`src/hdl/rsi_pkg.sv`:
```
// constants and types for the reset state initializer
package rsi_pkg;

   // register offsets on the plain register port
   localparam logic [3:0] OFS_STATUS      = 4'h0;
   localparam logic [3:0] OFS_POWER_CTRL  = 4'h1;
   localparam logic [3:0] OFS_IRQ_CONTROL = 4'h2;
   localparam logic [3:0] OFS_PERIPH_IRQ  = 4'h3;
   localparam logic [3:0] OFS_OPTION      = 4'h4;
   localparam logic [3:0] OFS_PORT_A_DIR  = 4'h5;
   localparam logic [3:0] OFS_PORT_B_DIR  = 4'h6;
   localparam logic [3:0] OFS_EVT_STATUS  = 4'h7;
   localparam logic [3:0] OFS_EVT_MASK    = 4'h8;

   // status register fields
   localparam int STAT_TIMEOUT   = 4;
   localparam int STAT_POWERDOWN = 3;

   // power control fields
   localparam int PCTL_POWERON  = 1;
   localparam int PCTL_BROWNOUT = 0;

   // irq control fields
   localparam int IRQC_GIE = 7;

   // widths
   localparam int PERIPH_W = 5;
   localparam int EVT_W    = 6;

   // event status bit positions
   localparam int EVT_POR      = 0;
   localparam int EVT_BOR      = 1;
   localparam int EVT_PIN      = 2;
   localparam int EVT_WDT_RST  = 3;
   localparam int EVT_WDT_WAKE = 4;
   localparam int EVT_IRQ_WAKE = 5;

   // reset values
   localparam logic [7:0] STATUS_RST  = 8'h18;
   localparam logic [1:0] PCTL_RST    = 2'h0;
   localparam logic [7:0] ALL_ONES    = 8'hff;
   localparam logic [7:0] ZERO_BYTE   = 8'h00;
   localparam logic [15:0] IRQ_VECTOR = 16'h0004;

   // reset or wake-up condition seen this cycle
   typedef enum logic [2:0]
   {
      COND_NONE,
      COND_POR,
      COND_BOR,
      COND_PIN_RUN,
      COND_PIN_SLEEP,
      COND_WDT_RST,
      COND_WDT_WAKE,
      COND_IRQ_WAKE
   } rsi_cond_t;

endpackage : rsi_pkg

```
`src/hdl/rsi_sticky.sv`:
```
// sticky event flags with read clear, mask and level interrupt
`timescale 1ns/1ns
`default_nettype none

module rsi_sticky #(
   parameter int N = 6
) (
   input  wire logic         mclk,
   input  wire logic         sys_rst,
   input  wire logic [N-1:0] set_evt,
   input  wire logic         rd_clr,
   input  wire logic [N-1:0] mask,
   output logic      [N-1:0] flags,
   output logic              irq
);

   logic [N-1:0] flags_r;

   // a new event in the clearing cycle survives the clear
   always_ff @(posedge mclk or posedge sys_rst)
   begin
      if (sys_rst)
         flags_r <= '0;
      else
         flags_r <= (flags_r & ~{N{rd_clr}}) | set_evt;
   end

   assign flags = flags_r;
   assign irq   = |(flags_r & mask);

endmodule : rsi_sticky

`default_nettype wire

```
`src/hdl/rsi_top.sv`:
```
// reset and wake-up state loader for the special registers
//
// Design decisions made here: the placing of the registers and the strobed register port.
`timescale 1ns/1ns
`default_nettype none

// Summary of operation
// - power-on: pc zero, status 0001 1xxx, clear power-on flag
// - pin reset running: pc zero, clear upper status bits, rest kept
// - pin reset in sleep: pc zero, upper clear, timeout set, powerdown clear
// - interrupt wake: pc plus one, timeout set, powerdown clear
// - interrupt wake with global enable set: pc takes interrupt vector
// - resets set option and direction regs to ones, irq control 0000 000x
// - wake-ups keep registers; only the waking flag bits change
// - unimplemented bits read as zero
// - unchanged bits keep value; unknown bits need no init
// - timeout and powerdown take values chosen by the cause
// - power-on flag cleared only by power-on reset or a software write
// - timeout flag cleared when the watchdog expires with no power-on, brown-out or pin reset in the same cycle
// - global interrupt enable cleared by every reset
module rsi_top #(
   parameter int PC_W = 13
) (
   input  wire logic                mclk,
   input  wire logic                sys_rst,
   input  wire logic                por_evt,
   input  wire logic                bor_evt,
   input  wire logic                ext_reset_pin_evt,
   input  wire logic                watchdog_timer_evt,
   input  wire logic                irq_wake_evt,
   input  wire logic                sleeping,
   input  wire logic [PC_W-1:0]     cpu_pc,
   input  wire logic [7:0]          wake_irq_bits,
   input  wire logic [rsi_pkg::PERIPH_W-1:0] wake_periph_bits,
   input  wire logic [3:0]          reg_addr,
   input  wire logic [7:0]          reg_wdata,
   input  wire logic                reg_wr,
   input  wire logic                reg_rd,
   output logic      [7:0]          reg_rdata,
   output logic                     pc_load,
   output logic      [PC_W-1:0]     pc_load_value,
   output logic      [7:0]          status_out,
   output logic      [1:0]          power_ctrl_status,
   output logic      [7:0]          irq_control,
   output logic      [rsi_pkg::PERIPH_W-1:0] periph_irq_flags,
   output logic      [7:0]          option_out,
   output logic      [7:0]          port_a_direction,
   output logic      [7:0]          port_b_direction,
   output logic                     irq
);

   rsi_pkg::rsi_cond_t           cond;
   logic                         is_reset, is_wake, sw_ok, pc_load_r;
   logic [7:0]                   status_r, irqc_r, rdata_r;
   logic [7:0]                   option_r, dir_a_r, dir_b_r;
   logic [1:0]                   pctl_r;
   logic [rsi_pkg::PERIPH_W-1:0] periph_r;
   logic [PC_W-1:0]              pc_val_r, pc_plus1, vector_pc;
   logic [rsi_pkg::EVT_W-1:0]    evt_set, evt_flags, evt_mask_r;

   // cause decode, the strongest reset wins when several coincide
   always_comb
   begin
      cond = rsi_pkg::COND_NONE;
      if (por_evt)
         cond = rsi_pkg::COND_POR;
      else if (bor_evt)
         cond = rsi_pkg::COND_BOR;
      else if (ext_reset_pin_evt)
         cond = sleeping ? rsi_pkg::COND_PIN_SLEEP : rsi_pkg::COND_PIN_RUN;
      else if (watchdog_timer_evt)
         cond = sleeping ? rsi_pkg::COND_WDT_WAKE : rsi_pkg::COND_WDT_RST;
      else if (irq_wake_evt && sleeping)
         cond = rsi_pkg::COND_IRQ_WAKE;
   end

   // condition classes; software writes, except to the event mask, lose to any condition
   assign is_reset = (cond != rsi_pkg::COND_NONE) && !is_wake;
   assign is_wake  = (cond == rsi_pkg::COND_WDT_WAKE) ||
                     (cond == rsi_pkg::COND_IRQ_WAKE);
   assign sw_ok    = reg_wr && (cond == rsi_pkg::COND_NONE);
   assign pc_plus1 = PC_W'(cpu_pc + 1'b1);
   assign vector_pc = rsi_pkg::IRQ_VECTOR[PC_W-1:0];

   // status register: upper bits, timeout, powerdown, low flags
   always_ff @(posedge mclk or posedge sys_rst)
   begin
      if (sys_rst)
         status_r <= rsi_pkg::STATUS_RST;
      else
         case (cond)
            rsi_pkg::COND_POR,
            rsi_pkg::COND_BOR:
               status_r <= {5'h03, status_r[2:0]};
            rsi_pkg::COND_PIN_RUN:
               status_r <= {3'h0, status_r[4:0]};
            rsi_pkg::COND_PIN_SLEEP:
               status_r <= {5'h02, status_r[2:0]};
            rsi_pkg::COND_WDT_RST:
               status_r <= {5'h01, status_r[2:0]};
            rsi_pkg::COND_WDT_WAKE:
               status_r <= {status_r[7:5], 2'h0, status_r[2:0]};
            rsi_pkg::COND_IRQ_WAKE:
               status_r <= {status_r[7:5], 2'h2, status_r[2:0]};
            default:
               if (sw_ok && reg_addr == rsi_pkg::OFS_STATUS)
                  status_r <= reg_wdata;
         endcase
   end

   // power control flags: power-on and brown-out
   always_ff @(posedge mclk or posedge sys_rst)
   begin
      if (sys_rst)
         pctl_r <= rsi_pkg::PCTL_RST;
      else if (cond == rsi_pkg::COND_POR)
         pctl_r[rsi_pkg::PCTL_POWERON] <= 1'b0;
      else if (cond == rsi_pkg::COND_BOR)
         pctl_r[rsi_pkg::PCTL_BROWNOUT] <= 1'b0;
      else if (sw_ok && reg_addr == rsi_pkg::OFS_POWER_CTRL)
         pctl_r <= reg_wdata[1:0];
   end

   // program counter load request and value
   always_ff @(posedge mclk or posedge sys_rst)
   begin
      if (sys_rst)
      begin
         pc_load_r <= 1'b0;
         pc_val_r  <= '0;
      end
      else
      begin
         pc_load_r <= is_reset || is_wake;
         if (is_reset)
            pc_val_r <= '0;
         else if (cond == rsi_pkg::COND_IRQ_WAKE &&
                  irqc_r[rsi_pkg::IRQC_GIE])
            pc_val_r <= vector_pc;
         else if (is_wake)
            pc_val_r <= pc_plus1;
      end
   end

   // irq control: resets clear all but bit 0, wakes or in the cause
   always_ff @(posedge mclk or posedge sys_rst)
   begin
      if (sys_rst)
         irqc_r <= rsi_pkg::ZERO_BYTE;
      else if (is_reset)
         irqc_r <= {7'h00, irqc_r[0]};
      else if (is_wake)
         irqc_r <= irqc_r | wake_irq_bits;
      else if (sw_ok && reg_addr == rsi_pkg::OFS_IRQ_CONTROL)
         irqc_r <= reg_wdata;
   end

   // peripheral irq flags
   always_ff @(posedge mclk or posedge sys_rst)
   begin
      if (sys_rst)
         periph_r <= '0;
      else if (is_reset)
         periph_r <= '0;
      else if (is_wake)
         periph_r <= periph_r | wake_periph_bits;
      else if (sw_ok && reg_addr == rsi_pkg::OFS_PERIPH_IRQ)
         periph_r <= reg_wdata[rsi_pkg::PERIPH_W-1:0];
   end

   // timer option and port directions go to all ones on reset
   always_ff @(posedge mclk or posedge sys_rst)
   begin
      if (sys_rst)
      begin
         option_r <= rsi_pkg::ALL_ONES;
         dir_a_r  <= rsi_pkg::ALL_ONES;
         dir_b_r  <= rsi_pkg::ALL_ONES;
      end
      else if (is_reset)
      begin
         option_r <= rsi_pkg::ALL_ONES;
         dir_a_r  <= rsi_pkg::ALL_ONES;
         dir_b_r  <= rsi_pkg::ALL_ONES;
      end
      else if (sw_ok)
      begin
         if (reg_addr == rsi_pkg::OFS_OPTION)
            option_r <= reg_wdata;
         if (reg_addr == rsi_pkg::OFS_PORT_A_DIR)
            dir_a_r <= reg_wdata;
         if (reg_addr == rsi_pkg::OFS_PORT_B_DIR)
            dir_b_r <= reg_wdata;
      end
   end

   // event mask register
   always_ff @(posedge mclk or posedge sys_rst)
   begin
      if (sys_rst)
         evt_mask_r <= '0;
      else if (reg_wr && reg_addr == rsi_pkg::OFS_EVT_MASK)
         evt_mask_r <= reg_wdata[rsi_pkg::EVT_W-1:0];
   end

   // one event bit per cause
   always_comb
   begin
      evt_set = '0;
      evt_set[rsi_pkg::EVT_POR]      = (cond == rsi_pkg::COND_POR);
      evt_set[rsi_pkg::EVT_BOR]      = (cond == rsi_pkg::COND_BOR);
      evt_set[rsi_pkg::EVT_PIN]      = (cond == rsi_pkg::COND_PIN_RUN) ||
                                       (cond == rsi_pkg::COND_PIN_SLEEP);
      evt_set[rsi_pkg::EVT_WDT_RST]  = (cond == rsi_pkg::COND_WDT_RST);
      evt_set[rsi_pkg::EVT_WDT_WAKE] = (cond == rsi_pkg::COND_WDT_WAKE);
      evt_set[rsi_pkg::EVT_IRQ_WAKE] = (cond == rsi_pkg::COND_IRQ_WAKE);
   end

   rsi_sticky #(
      .N       (rsi_pkg::EVT_W)
   ) u_evt (
      .mclk    (mclk),
      .sys_rst (sys_rst),
      .set_evt (evt_set),
      .rd_clr  (reg_rd && reg_addr == rsi_pkg::OFS_EVT_STATUS),
      .mask    (evt_mask_r),
      .flags   (evt_flags),
      .irq     (irq)
   );

   // read port, narrow registers padded with zeros
   always_ff @(posedge mclk or posedge sys_rst)
   begin
      if (sys_rst)
         rdata_r <= rsi_pkg::ZERO_BYTE;
      else if (reg_rd)
         case (reg_addr)
            rsi_pkg::OFS_STATUS:      rdata_r <= status_r;
            rsi_pkg::OFS_POWER_CTRL:  rdata_r <= {6'h00, pctl_r};
            rsi_pkg::OFS_IRQ_CONTROL: rdata_r <= irqc_r;
            rsi_pkg::OFS_PERIPH_IRQ:  rdata_r <= {3'h0, periph_r};
            rsi_pkg::OFS_OPTION:      rdata_r <= option_r;
            rsi_pkg::OFS_PORT_A_DIR:  rdata_r <= dir_a_r;
            rsi_pkg::OFS_PORT_B_DIR:  rdata_r <= dir_b_r;
            rsi_pkg::OFS_EVT_STATUS:  rdata_r <= {2'h0, evt_flags};
            rsi_pkg::OFS_EVT_MASK:    rdata_r <= {2'h0, evt_mask_r};
            default:                  rdata_r <= rsi_pkg::ZERO_BYTE;
         endcase
   end

   // outputs straight from the registers
   assign reg_rdata         = rdata_r;
   assign pc_load           = pc_load_r;
   assign pc_load_value     = pc_val_r;
   assign status_out        = status_r;
   assign power_ctrl_status = pctl_r;
   assign irq_control       = irqc_r;
   assign periph_irq_flags  = periph_r;
   assign option_out        = option_r;
   assign port_a_direction  = dir_a_r;
   assign port_b_direction  = dir_b_r;
endmodule : rsi_top

`default_nettype wire

```
`config.mk`:
```
export PLATFORM = sky130hd
export DESIGN_NAME = rsi_top
export DESIGN_NICKNAME = d
export VERILOG_FILES = /design/src/hdl/rsi_pkg.sv /design/src/hdl/rsi_sticky.sv /design/src/hdl/rsi_top.sv
export SDC_FILE = /design/constraint.sdc
export NUM_CORES = 1
export LEC_CHECK = 0
export ABC_AREA = 1
export BUFFER_PORTS_ARGS = -buffer_cell sky130_fd_sc_hd__buf_2
export CAP_MARGIN = 20
export CORE_ASPECT_RATIO = 1.2
export CORE_MARGIN = 2
export CORE_UTILIZATION = 53
export DETAILED_ROUTE_END_ITERATION = 10
export GPL_TIMING_DRIVEN = 1
export PLACE_DENSITY = 0.8
export SYNTH_ARGS = -nofsm -noshare
export SYNTH_HDL_FRONTEND = slang
export SYNTH_SLANG_ARGS = --single-unit
```
`constraint.sdc`:
```
create_clock -name mclk -period 2.7 [get_ports mclk]
set_input_delay 0 -clock mclk [delete_from_list [all_inputs] [get_ports mclk]]
set_output_delay 0 -clock mclk [all_outputs]
set_load 0.1 [all_outputs]
```
---- Word level (Yosys, flattened, before mapping) ----
Index checks and enable logic that the tools add are counted.
storage, ports and cells
  flip-flop bits (word level) ............. 81
  bits of input ports ..................... 48
  output and inout bits ................... 70
  word-level logic and storage cells ...... 119
cells by class
  $add $sub $neg .......................... 1
  equal/unequal tests ..................... 16
  multiplexer cells ....................... 32
  bitwise operators ....................... 14
  reductions and logical operators ........ 40
operators with widths
  operator               count
  $mux 8                 13
  $pmux 8 s9             1
  $pmux 8 s6             1
  $mux 13                3
  $mux 3                 6
  $eq 4x3->1 const B     4
  $mux 5                 3
  $reduce_and 2->1       7
  $reduce_bool 2->1      7
  $add 13x1->13 const B  1
  $and 6x6->6            2
  $eq 3x3->1 const B     4
  $reduce_bool 3->1      4
  $logic_and 1x1->1      10
  $eq 4x2->1 const B     2
  $not 1->1              8
  $or 8x8->8             1
  $reduce_and 7->1       1
  $eq 3x2->1 const B     2
  $not 6->6              1
  $or 6x6->6             1
  $reduce_bool 6->1      1
  $reduce_or 6->1        1
  $or 5x5->5             1
  13 further kinds       18

---- Longest topological paths before layout ----
Gate-level depths: netlist of run 1.
  word-level depth ........................ 12
  mapped depth ............................ 11
  gate-level depth less buffers ........... 11

---- Modules after synthesis ----
Synthesis of run 1 repeated with hierarchy kept, for this count alone.
second synthesis, totals
  cell total of the unflattened synthesis .. 622
  area, all modules ....................... 4518.1 sq um
modules (own cells, without submodules)
  module      times used  cells each  area an instance (sq um)  seq. area each (sq um)
  rsi_top     1           591         4251.6                    1909.3
  rsi_sticky  1           31          266.5                     150.1

---- Worst setup path before layout of run 1 ----
OpenSTA, ideal clock, no wires.
  path kind ............................... reg2out
  from .................................... reg evt_mask_r[0] (netlist name)
  to ...................................... out irq
  arrival ................................. 1.915 ns
  required time ........................... 2.700 ns
  path slack .............................. 0.785 ns
  stages on the path, launching flop included .. 3
  path buffers ............................ 0
  path through ............................ dfrtp_1 -> inv_1 -> o221ai_1
between the ends
  longest elaborated chain between the ends .. 2
ends and longest elaborated chain
  element                 line              source
  start, declared         rsi_top.sv:59     logic [rsi_pkg::EVT_W-1:0] evt_set, evt_flags, evt_mask_r;
  start signal, assigned  rsi_top.sv:203    evt_mask_r <= reg_wdata[rsi_pkg::EVT_W-1:0];
  $and 6x6->6             rsi_sticky.sv:29  assign irq = |(flags_r & mask);
  $reduce_or 6->1         rsi_sticky.sv:29
  end, declared           rsi_top.sv:49     output logic irq
No other way between the ends.

---- Worst setup path after layout of run 1 ----
  from .................................... in cpu_pc[0]
  to ...................................... reg pc_val_r[12], in the netlist pc_load_value[12]
between the ends
  longest elaborated chain between the ends .. 4
ends and longest elaborated chain
  element               line            source
  start, declared       rsi_top.sv:32   input wire logic [PC_W-1:0] cpu_pc,
  $add 13x1->13         rsi_top.sv:82   assign pc_plus1 = PC_W'(cpu_pc + 1'b1);
  $mux 13               rsi_top.sv:140  else if (is_wake)
  $mux 13               rsi_top.sv:137  else if (cond == rsi_pkg::COND_IRQ_WAKE &&
  $mux 13               rsi_top.sv:135  if (is_reset)
  end signal, assigned  rsi_top.sv:139  pc_val_r <= vector_pc;
  end signal, assigned  rsi_top.sv:141  pc_val_r <= pc_plus1;
  end, declared         rsi_top.sv:58   logic [PC_W-1:0] pc_val_r, pc_plus1, vector_pc;
No other way between the ends. The select of a mux whose other input is x is not followed.
A chain may end at the register's enable or synchronous reset.

==> results of run 1 <==
==> layer usage <==
layer  track usage  up-vias  wire length (um)
met1        0.3728     2156              5485
met2        0.5152      171              6690
met4        0.1176        0               416
met5             0        -                 0
met3       0.04762       35               679
li1              -     2115                 -
==> cells by family (layout without fill, tap and decap cells) <==
family / Yosys count / after routing / synth area share
AND/OR/NAND/NOR: 306 / 306 / 0.3191
AO/OA/AOI/OAI: 95 / 95 / 0.1362
flip-flops: 81 / 81 / 0.4631
XOR/XNOR: 4 / 4 / 0.007880
buffers and inverters: 73 / 227 / 0.07091
adder cells (fa/ha/maj): 1 / 1 / 0.002813
==> metrics by stage <==
step / hold WS, ps / area (um^2) / power [mW] / cells / utilization
5_1_grt: 12.72 / 5597 / 3.756 / 828 / 0.6865
3_5_place_dp: -22.03 / 5120 / 2.696 / 784 / 0.6280
2_1_floorplan: 109.6 / 4447 / 2.449 / 560 / -
4_1_cts: 1.385 / 5597 / 3.605 / 828 / 0.6865
3_3_place_gp: -25.38 / 5120 / 2.681 / 784 / 0.6280
6_report: 2.060 / 5597 / 3.606 / 828 / 0.6865
==> synthesized netlist by cell type (all sizes together) <==
cell     count  area, um^2
nand2      185       792.0
nor2        70       326.6
inv         63       236.5
o21ai       56       321.6
dfrtp       55        1376
nand3       33       177.7
dfstp       26       683.2
a21oi       21       150.2
nand4       14       93.84
buf          8       71.31
o22ai        6       37.54
o211ai       4       30.03
clkbuf       2       7.510
nor3         2       15.01
o21bai       2       15.01
o221ai       2       17.52
xnor2        2       17.52
xor2         2       17.52
a221oi       1       8.760
a31o         1       8.760
and3         1       6.260
ha           1       12.51
nor3b        1       7.510
o2111ai      1       8.760
o31ai        1       7.510
==> power groups by stage <==
stage          Clock, mW  Combinational [mW]  Sequential (mW)
6_report           0.895                1.27             1.45
5_1_grt            0.958                1.34             1.46
4_1_cts            0.899                1.26             1.44
3_5_place_dp           0                1.23             1.47
3_3_place_gp           0                1.22             1.46
2_1_floorplan          0               0.367             2.08
==> worst max-delay path, stage by stage <==
cell           delay [ps]
dlygate4sd3_1         520
buf_2                 110
ha_1                  180
nand2_1                80
nor2_1                240
nand3_1               240
nor2_1                210
nand3_1               100
dlygate4sd3_1         570
nand4_1                90
nand2_1                60
==> sequential cells by signal, summed over array words and instances, names as in the netlist, 5 cells and up <==
name and count:
irq_control 8, status_out 8, periph_irq_flags 5, port_b_direction 8
option_out 8, u_evt.flags 6, pc_load_value 13, reg_rdata 8
evt_mask_r 6, port_a_direction 8
==> cell type report <==
type	instances	area (um^2)	share of cell area
inverters	63	237.7	0.04248
clock buffers	10	148.9	0.02660
well taps	114	142.6	0.02549
multi-input cells	406	2072	0.3702
clock inverters	6	47.55	0.008495
repair buffers	148	888.4	0.1587
flip-flops and latches	81	2059	0.3680
==> path summary, 6_finish.rpt <==
check | from | end | slack, ps | cells past startpoint
worst max-delay path | cpu_pc[0] | pc_load_value[12] | 560 | 11
worst min-delay path | wake_irq_bits[6] | irq_control[6] | 2 | 5
worst max register to register | irq_control[0] | irq_control[0] | 1290 | 3
worst min register to register | reg_rdata[3] | reg_rdata[3] | 480 | 2
max in group asynchronous | sys_rst | port_b_direction[0] | 1820 | 4
min in group asynchronous | sys_rst | pc_load_value[6] | 120 | 3
==> timing repair <==
item	in CTS	in global routing
endpoints found under the hold margin	58	0
setup buffers	0	0
hold buffers	28	0
setup endpoints to repair	0	0
==> flow_summary_export.csv, run 1 <==
group,metric,value,unit
status,status,"finished clean",
global_route,grt_max_degree,34,
die,start_util,0.5454,
route,finalWirelength,13270,um
yosys,syn_nets,609,
route,num_vias,4477,
pwr,p_leak,2.908,nW
placed_design,place_congestion,0.9461,
clock_network,cts_buffer_depth,2,
die,die_w,87.62,um
finish,fillers,678,
sta,tns,0,ps
critical_path,path_class,"input port to register",
global_route,grt_pass1_wl,21360,um
sta,max-slew-margin-rel,0.6360,
die,io_pins,118,
finish,diodes,0,
route,drt_iter0_drc,289,
clock_network,cts_tree,"yes",
route,routed_via_density,5.407,
die,die_h,104.3,um
pwr,p_per_area,644.4,nW/um^2
sta,tightest_slew,543.0,ps
pwr,p_seq_frac,0.401,
global_route,antenna_found_initial,0,
pwr,internal-power,1.993,mW
finish,fin_nets,758,
yosys,ys_types,41,
hold_path,hold_class,"input port to register",
sta,max_freq,467.3,MHz
pwr,ir_drop,0.0002882,V
sta,setup_ws,560.3,ps
run,maxCapViolations,0,
sta,period_share,0.7925,
placed_design,post-place-ws,1183,ps
yosys,ys.warnings.count,0,
sta,post-route-min-period,2140,ps
finish,layout-drive-gt1-share,0.3025,
finish,layout_commonest_cell,"nand2_1",
pwr,p_sw,1.614,mW
global_route,grt_usage,0.3008,
die,core,8153,um^2
sta,grt_setup_unrepaired,"no",
critical_path,cp-start-kind,"input port",
yosys,syn_inst,560,
yosys,ys_seq_area_frac,0.4631,
global_route,overflow,0,
route,postRouteAntennaNets,0,
placed_design,dp_hpwl,9857,um
clock_network,cts_num_sinks,81,
global_route,grt_pass1_vias,4369,
sta,slew_violations,0,
route,dr.pass1.iters,5,
sta,hold_viol,0,
yosys,avgSynthCellArea,7.941,um^2
placed_design,portBuffers,117,
yosys,synth.ff_latch_count,81,
pwr,p_sw_frac,0.4475,
route,drc,0,
sta,skew,11.57,ps
sta,setup_viol,0,
pwr,pwr-share-clk,0.248,
pwr,pwr-share-comb,0.351,
clock_network,htree_levels,3,
die,rows,36,
die,dieArea,9142,um^2
finish,synthToLayoutAreaGrowth,25.86,%
critical_path,crit_fanout,4,
clock_network,cts_root_buf,"clkbuf_8",
critical_path,crit_arrival,2400,ps
clock_network,cts_resized,0,
clock_network,clkSlewWorstSetupHoldPaths,90,ps
route,avgRoutedWirePerCell,16.03,um
clock_network,cts_made_buffers,9,
finish,mostFrequentLayoutCells,"nand2_1 (173), buf_2 (117), nor2_1 (58)",
critical_path,endpoint_kind,"register",
yosys,synth_area,4447,um^2
clock_network,worstSkewPairLatency,370,ps
critical_path,worstPathRequired,2960,ps
No activity file was read; power rests on OpenSTA's default activity.
==> run 2, diff against run 1 <==
CORE_UTILIZATION = 48   (was 53)
PLACE_DENSITY = 0.77   (was 0.8)
clock period = 1.9 ns   (was 2.7 ns; I/O delays follow)
==> run 2 against run 1 <==
Net effect:
- critical path depth did not move
- combinational power rose by 43%
- the run now ends with negative hold slack left
- highest routed layer unchanged
- cell area rose by 0.85%
- utilization fell by 6.2 points
- critical endpoint is now irq_control[0]
- clock power rose by 41%
- count of clock-buffer cells in the layout rose by 3
- hold slack got worse by 2.3 ps
==> flow_summary_export.csv, run 2 (synthesized netlist as in run 1, its figures left out) <==
group,metric,value,unit
status,status,"finished with violations",
status,violations,"negative hold slack",
critical_path,slowest_delay,560,ps
clock_network,cts_made_buffers,9,
critical_path,crit_chain,"dlygate4sd3_1, buf_2, inv_4, nand3_1, inv_2, nand2_8, nor2_8, nand2_4, nand2_1, nand3_1, dlygate4sd3_1",
clock_network,worstSkewPairLatency,360,ps
placed_design,place_congestion,0.9415,
route,finalWirelength,13450,um
global_route,antenna_found_initial,0,
clock_network,htree_levels,3,
critical_path,worstPathRequired,2150,ps
pwr,p_leak,2.924,nW
die,die_h,109.4,um
placed_design,placed_cell_area,5164,um^2
finish,final_cell_count_no_fill,837,
route,routed_via_density,5.313,
die,die_w,91.87,um
finish,layout-drive-gt1-share,0.3054,
finish,synthToLayoutAreaGrowth,26.93,%
finish,fin_nets,761,
die,dieArea,10050,um^2
global_route,grt_pass1_wl,21070,um
run,maxCapViolations,0,
clock_network,cts_num_sinks,81,
critical_path,path_class,"input port to register",
pwr,p_per_area,909.8,nW/um^2
finish,multi_input_area,2081,um^2
sta,post-route-min-period,1809,ps
finish,layout_commonest_cell,"nand2_1",
finish,mostFrequentLayoutCells,"nand2_1 (173), buf_2 (118), nor2_1 (57)",
sta,holdWs,-0.2372,ps
critical_path,endpoint_kind,"register",
critical_path,crit_arrival,2060,ps
sta,max-slew-margin-rel,0.5585,
sta,period_share,0.9522,
critical_path,cp_num_buf_inv,5,
clock_network,cts_buffer_depth,2,
finish,final_area,5644,um^2
placed_design,dpl.cell_count,792,
pwr,ir_drop,0.0004048,V
sta,slew_violations,0,
placed_design,portBuffers,117,
route,num_vias,4447,
sta,skew,9.059,ps
die,rows,38,
route,drc,0,
die,core,9034,um^2
sta,setup_viol,0,
clock_network,cts_root_buf,"clkbuf_8",
sta,tightest_slew,660.9,ps
critical_path,crit_path_top_delay_cell,"dlygate4sd3_1",
critical_path,cpLargestDelayFamily,"buffers and inverters",
hold_path,hold_class,"input port to register",
clock_network,cts_tree,"yes",
die,io_pins,118,
finish,fillers,827,
placed_design,dp_hpwl,10140,um
die,start_util,0.4922,
global_route,grt_max_degree,37,
finish,regArea,2059,um^2
finish,diodes,0,
sta,hold_viol,1,
global_route,overflow,0,
route,drt_iter0_drc,349,
critical_path,crit_fanout,8,
sta,grt_setup_unrepaired,"no",
sta,tns,0,ps
route,avgRoutedWirePerCell,16.07,um
critical_path,cp-start-kind,"input port",
global_route,grt_usage,0.2703,
sta,max_freq,552.8,MHz
route,dr.pass1.iters,8,
finish,largest_reg_flops,13,
route,postRouteAntennaNets,0,
global_route,grt_pass1_vias,4219,
clock_network,clkSlewWorstSetupHoldPaths,80,ps
==> run 2: cell count changes in the layout (fill, tap and decap cells not counted), sizes merged <==
cell	previous run	this run
clkinv	4	2
buf	120	124
bufinv	0	1
inv	65	62
clkbuf	10	13
clkinvlp	0	1
dlygate4sd3	28	27
==> run 2: path summary, 6_finish.rpt <==
path | startpoint | end | slack [ps] | depth (start not counted)
min in group asynchronous | sys_rst | evt_mask_r[3] | 280 | 3
max in group asynchronous | sys_rst | status_out[4] | 900 | 4
setup reg to reg | irq_control[0] | irq_control[0] | 500 | 3
setup / recovery | por_evt | irq_control[0] | 90 | 11
hold reg to reg | reg_rdata[2] | reg_rdata[2] | 480 | 2
hold / removal | cpu_pc[11] | pc_load_value[12] | -0.2 | 4
==> run 2: report_power, final <==
group	internal [mW]	switching (mW)	leakage, nW
clock network	0.641	0.618	0.0974
logic	0.348	1.47	1.85
registers	1.93	0.134	0.979
==> run 2: per-layer routing <==
layer,share of wire,vias to the layer above,track usage
met5,0,-,0
met4,0.032,0,0.1109
met3,0.071,41,0.05209
met2,0.48,205,0.4464
met1,0.42,2085,0.3523
li1,-,2116,-
==> run 2: cell type report <==
cell class,instances,share of cell area
multi-input combinational,406,0.3687
clock inverter,3,0.007094
inverter,63,0.04301
timing repair buffer,151,0.1634
tap,120,0.02660
clock buffer,13,0.02638
sequential,81,0.3649
==> run 2: tightest hold or removal path: cells and delay by family <==
family	cells	cell delay (ps)
and+or+nand+nor	3	210
buffers and inverters	1	110
==> run 2: stage by stage <==
stage	util	setup slack, ps	power, mW
6_report	0.6248	90.88	5.135
2_1_floorplan	-	239.2	3.487
3_5_place_dp	0.5716	392.4	3.847
3_3_place_gp	0.5716	505.4	3.825
4_1_cts	0.6224	2.919	5.135
5_1_grt	0.6248	38.86	5.342
==> run 2: timing repair <==
item	4_1_cts	5_1_grt
setup endpoints to repair	0	1
hold buffers	27	0
gates resized for setup	0	3
hold endpoints to repair	48	0
setup buffers	0	1
==> run 3, diff against run 2 <==
CORE_UTILIZATION = 57   (was 48)
CTS_CLUSTER_DIAMETER = 50   (was unset)
PLACE_DENSITY = 0.85   (was 0.77)
clock period = 2.33 ns   (was 1.9 ns; I/O delays follow)
==> run 3 against run 2 <==
Net effect:
- non-clock buffer count is 14 lower
- clock power fell by 20%
- critical path type unchanged
- register-to-register slack better by 420 ps
- global-route usage rose by 5.3 points
- wire length down 2.1%
- via count about the same
- the run now ends clean
- hold slack better by 4.8 ps
==> flow_summary_export.csv, run 3 (synthesized netlist as in run 1, its figures left out) <==
group,metric,value,unit
critical_path,endpoint_kind,"register",
route,routed_via_density,5.599,
sta,setup_viol,0,
run,maxCapViolations,0,
finish,fillers,611,
placed_design,post-place-ws,762.2,ps
sta,period_share,0.8367,
hold_path,min_path_cells,5,
critical_path,crit_fanout,20,
critical_path,r2r-end,"irq_control[0]",
route,postRouteAntennaNets,0,
placed_design,place_congestion,0.9006,
critical_path,crit_arrival,2230,ps
clock_network,cts_made_buffers,9,
critical_path,worstRegToRegCells,3,
finish,final_cell_count_no_fill,795,
critical_path,r2r_start,"irq_control[0]",
sta,max_freq,512.9,MHz
finish,mostFrequentLayoutCells,"nand2_1 (173), buf_2 (117), nor2_1 (58)",
hold_path,whs_endpoint,"irq_control[4]",
finish,final_area,5466,um^2
critical_path,rrSetupSlack,920,ps
sta,slew_violations,0,
pwr,finalPower,4.144,mW
finish,final_core_util,0.7174,
critical_path,cp-start-kind,"input port",
sta,hold_viol,0,
clock_network,cts_num_sinks,81,
clock_network,htree_levels,3,
sta,setup_ws,380.4,ps
sta,post-route-min-period,1950,ps
global_route,overflow,0,
finish,largest_reg_flops,13,
die,start_util,0.5836,
global_route,use_met3,0.06143,
pwr,ir_drop,0.0004821,V
sta,max-slew-margin-rel,0.6120,
global_route,gr-usage-met2,0.5373,
die,die_h,100.8,um
sta,holdWs,4.582,ps
clock_network,cts_buffer_depth,2,
global_route,antenna_found_initial,0,
die,rows,35,
finish,diodes,0,
clock_network,postCtsHoldBufs,18,
pwr,p_leak,2.869,nW
clock_network,cts_resized,0,
global_route,gr-max-usage-layer,"met2",
pwr,p_per_area,758.1,nW/um^2
route,num_vias,4451,
route,dr.pass1.iters,5,
status,status,"finished clean",
die,die_w,84.63,um
clock_network,clkSlewWorstSetupHoldPaths,80,ps
finish,layout_commonest_cell,"nand2_1",
critical_path,path_class,"input port to register",
critical_path,worstPathRequired,2610,ps
clock_network,cts_root_buf,"clkbuf_8",
hold_path,hold_class,"input port to register",
die,core,7620,um^2
sta,tns,0,ps
route,finalWirelength,13180,um
placed_design,portBuffers,117,
route,avgRoutedWirePerCell,16.57,um
global_route,grt_pass1_wl,21710,um
sta,skew,9.315,ps
die,dieArea,8527,um^2
die,io_pins,118,
sta,grt_setup_unrepaired,"no",
clock_network,worstSkewPairLatency,350,ps
global_route,grt_use_met1,0.3997,
sta,tightest_slew,578.9,ps
placed_design,dp_hpwl,9757,um
global_route,grt_usage,0.3237,
finish,synthToLayoutAreaGrowth,22.93,%
route,drc,0,
clock_network,cts_setup_buffers,0,
placed_design,dpl.cell_count,761,
placed_design,placed_cell_area,5096,um^2
global_route,grt_max_degree,56,
route,drt_iter0_drc,320,
finish,layout-drive-gt1-share,0.3044,
clock_network,cts_tree,"yes",
global_route,grt_pass1_vias,4500,
finish,fin_nets,747,
hold_path,min_from,"wake_irq_bits[4]",
run 3: report_power, final:
group | switching (mW) | internal [mW] | leakage [nW]
logic | 1.19 | 0.266 | 1.79
registers | 0.110 | 1.57 | 0.979
clock network | 0.528 | 0.481 | 0.102
run 3: layout make-up:
type,instances,area (um^2),share of cell area
Tap cell,92,115.1,0.02106
Clock buffer,12,166.4,0.03044
Clock inverter,4,23.77,0.004349
Multi-Input combinational cell,406,2072,0.3790
Timing Repair Buffer,137,793.3,0.1451
Inverter,63,236.5,0.04326
Sequential cell,81,2059,0.3767
run 3: metal layers:
metal  up-vias  wire length, um
met4         0              474
met1      2110             5253
li1       2087                -
met2       219             6452
met3        35              994
met5         -                0
run 3: worst max path at each step:
stage	startpoint	end	slack, ps	cells past startpoint
floorplan	sys_rst	evt_mask_r[0]	290	1
global route	por_evt	irq_control[0]	320	9
finish	por_evt	irq_control[0]	380	9
CTS	por_evt	irq_control[0]	420	9
global placement	ext_reset_pin_evt	irq_control[4]	860	9
detailed placement	ext_reset_pin_evt	irq_control[4]	760	9
run 3: worst max-delay path, cell delays in order:
cell           delay [ps]
dlygate4sd3_1         530
buf_2                 130
inv_2                 140
nand3_4               190
nor2_1                190
buf_4                 270
o21ai_0               130
nand3_1               100
dlygate4sd3_1         550
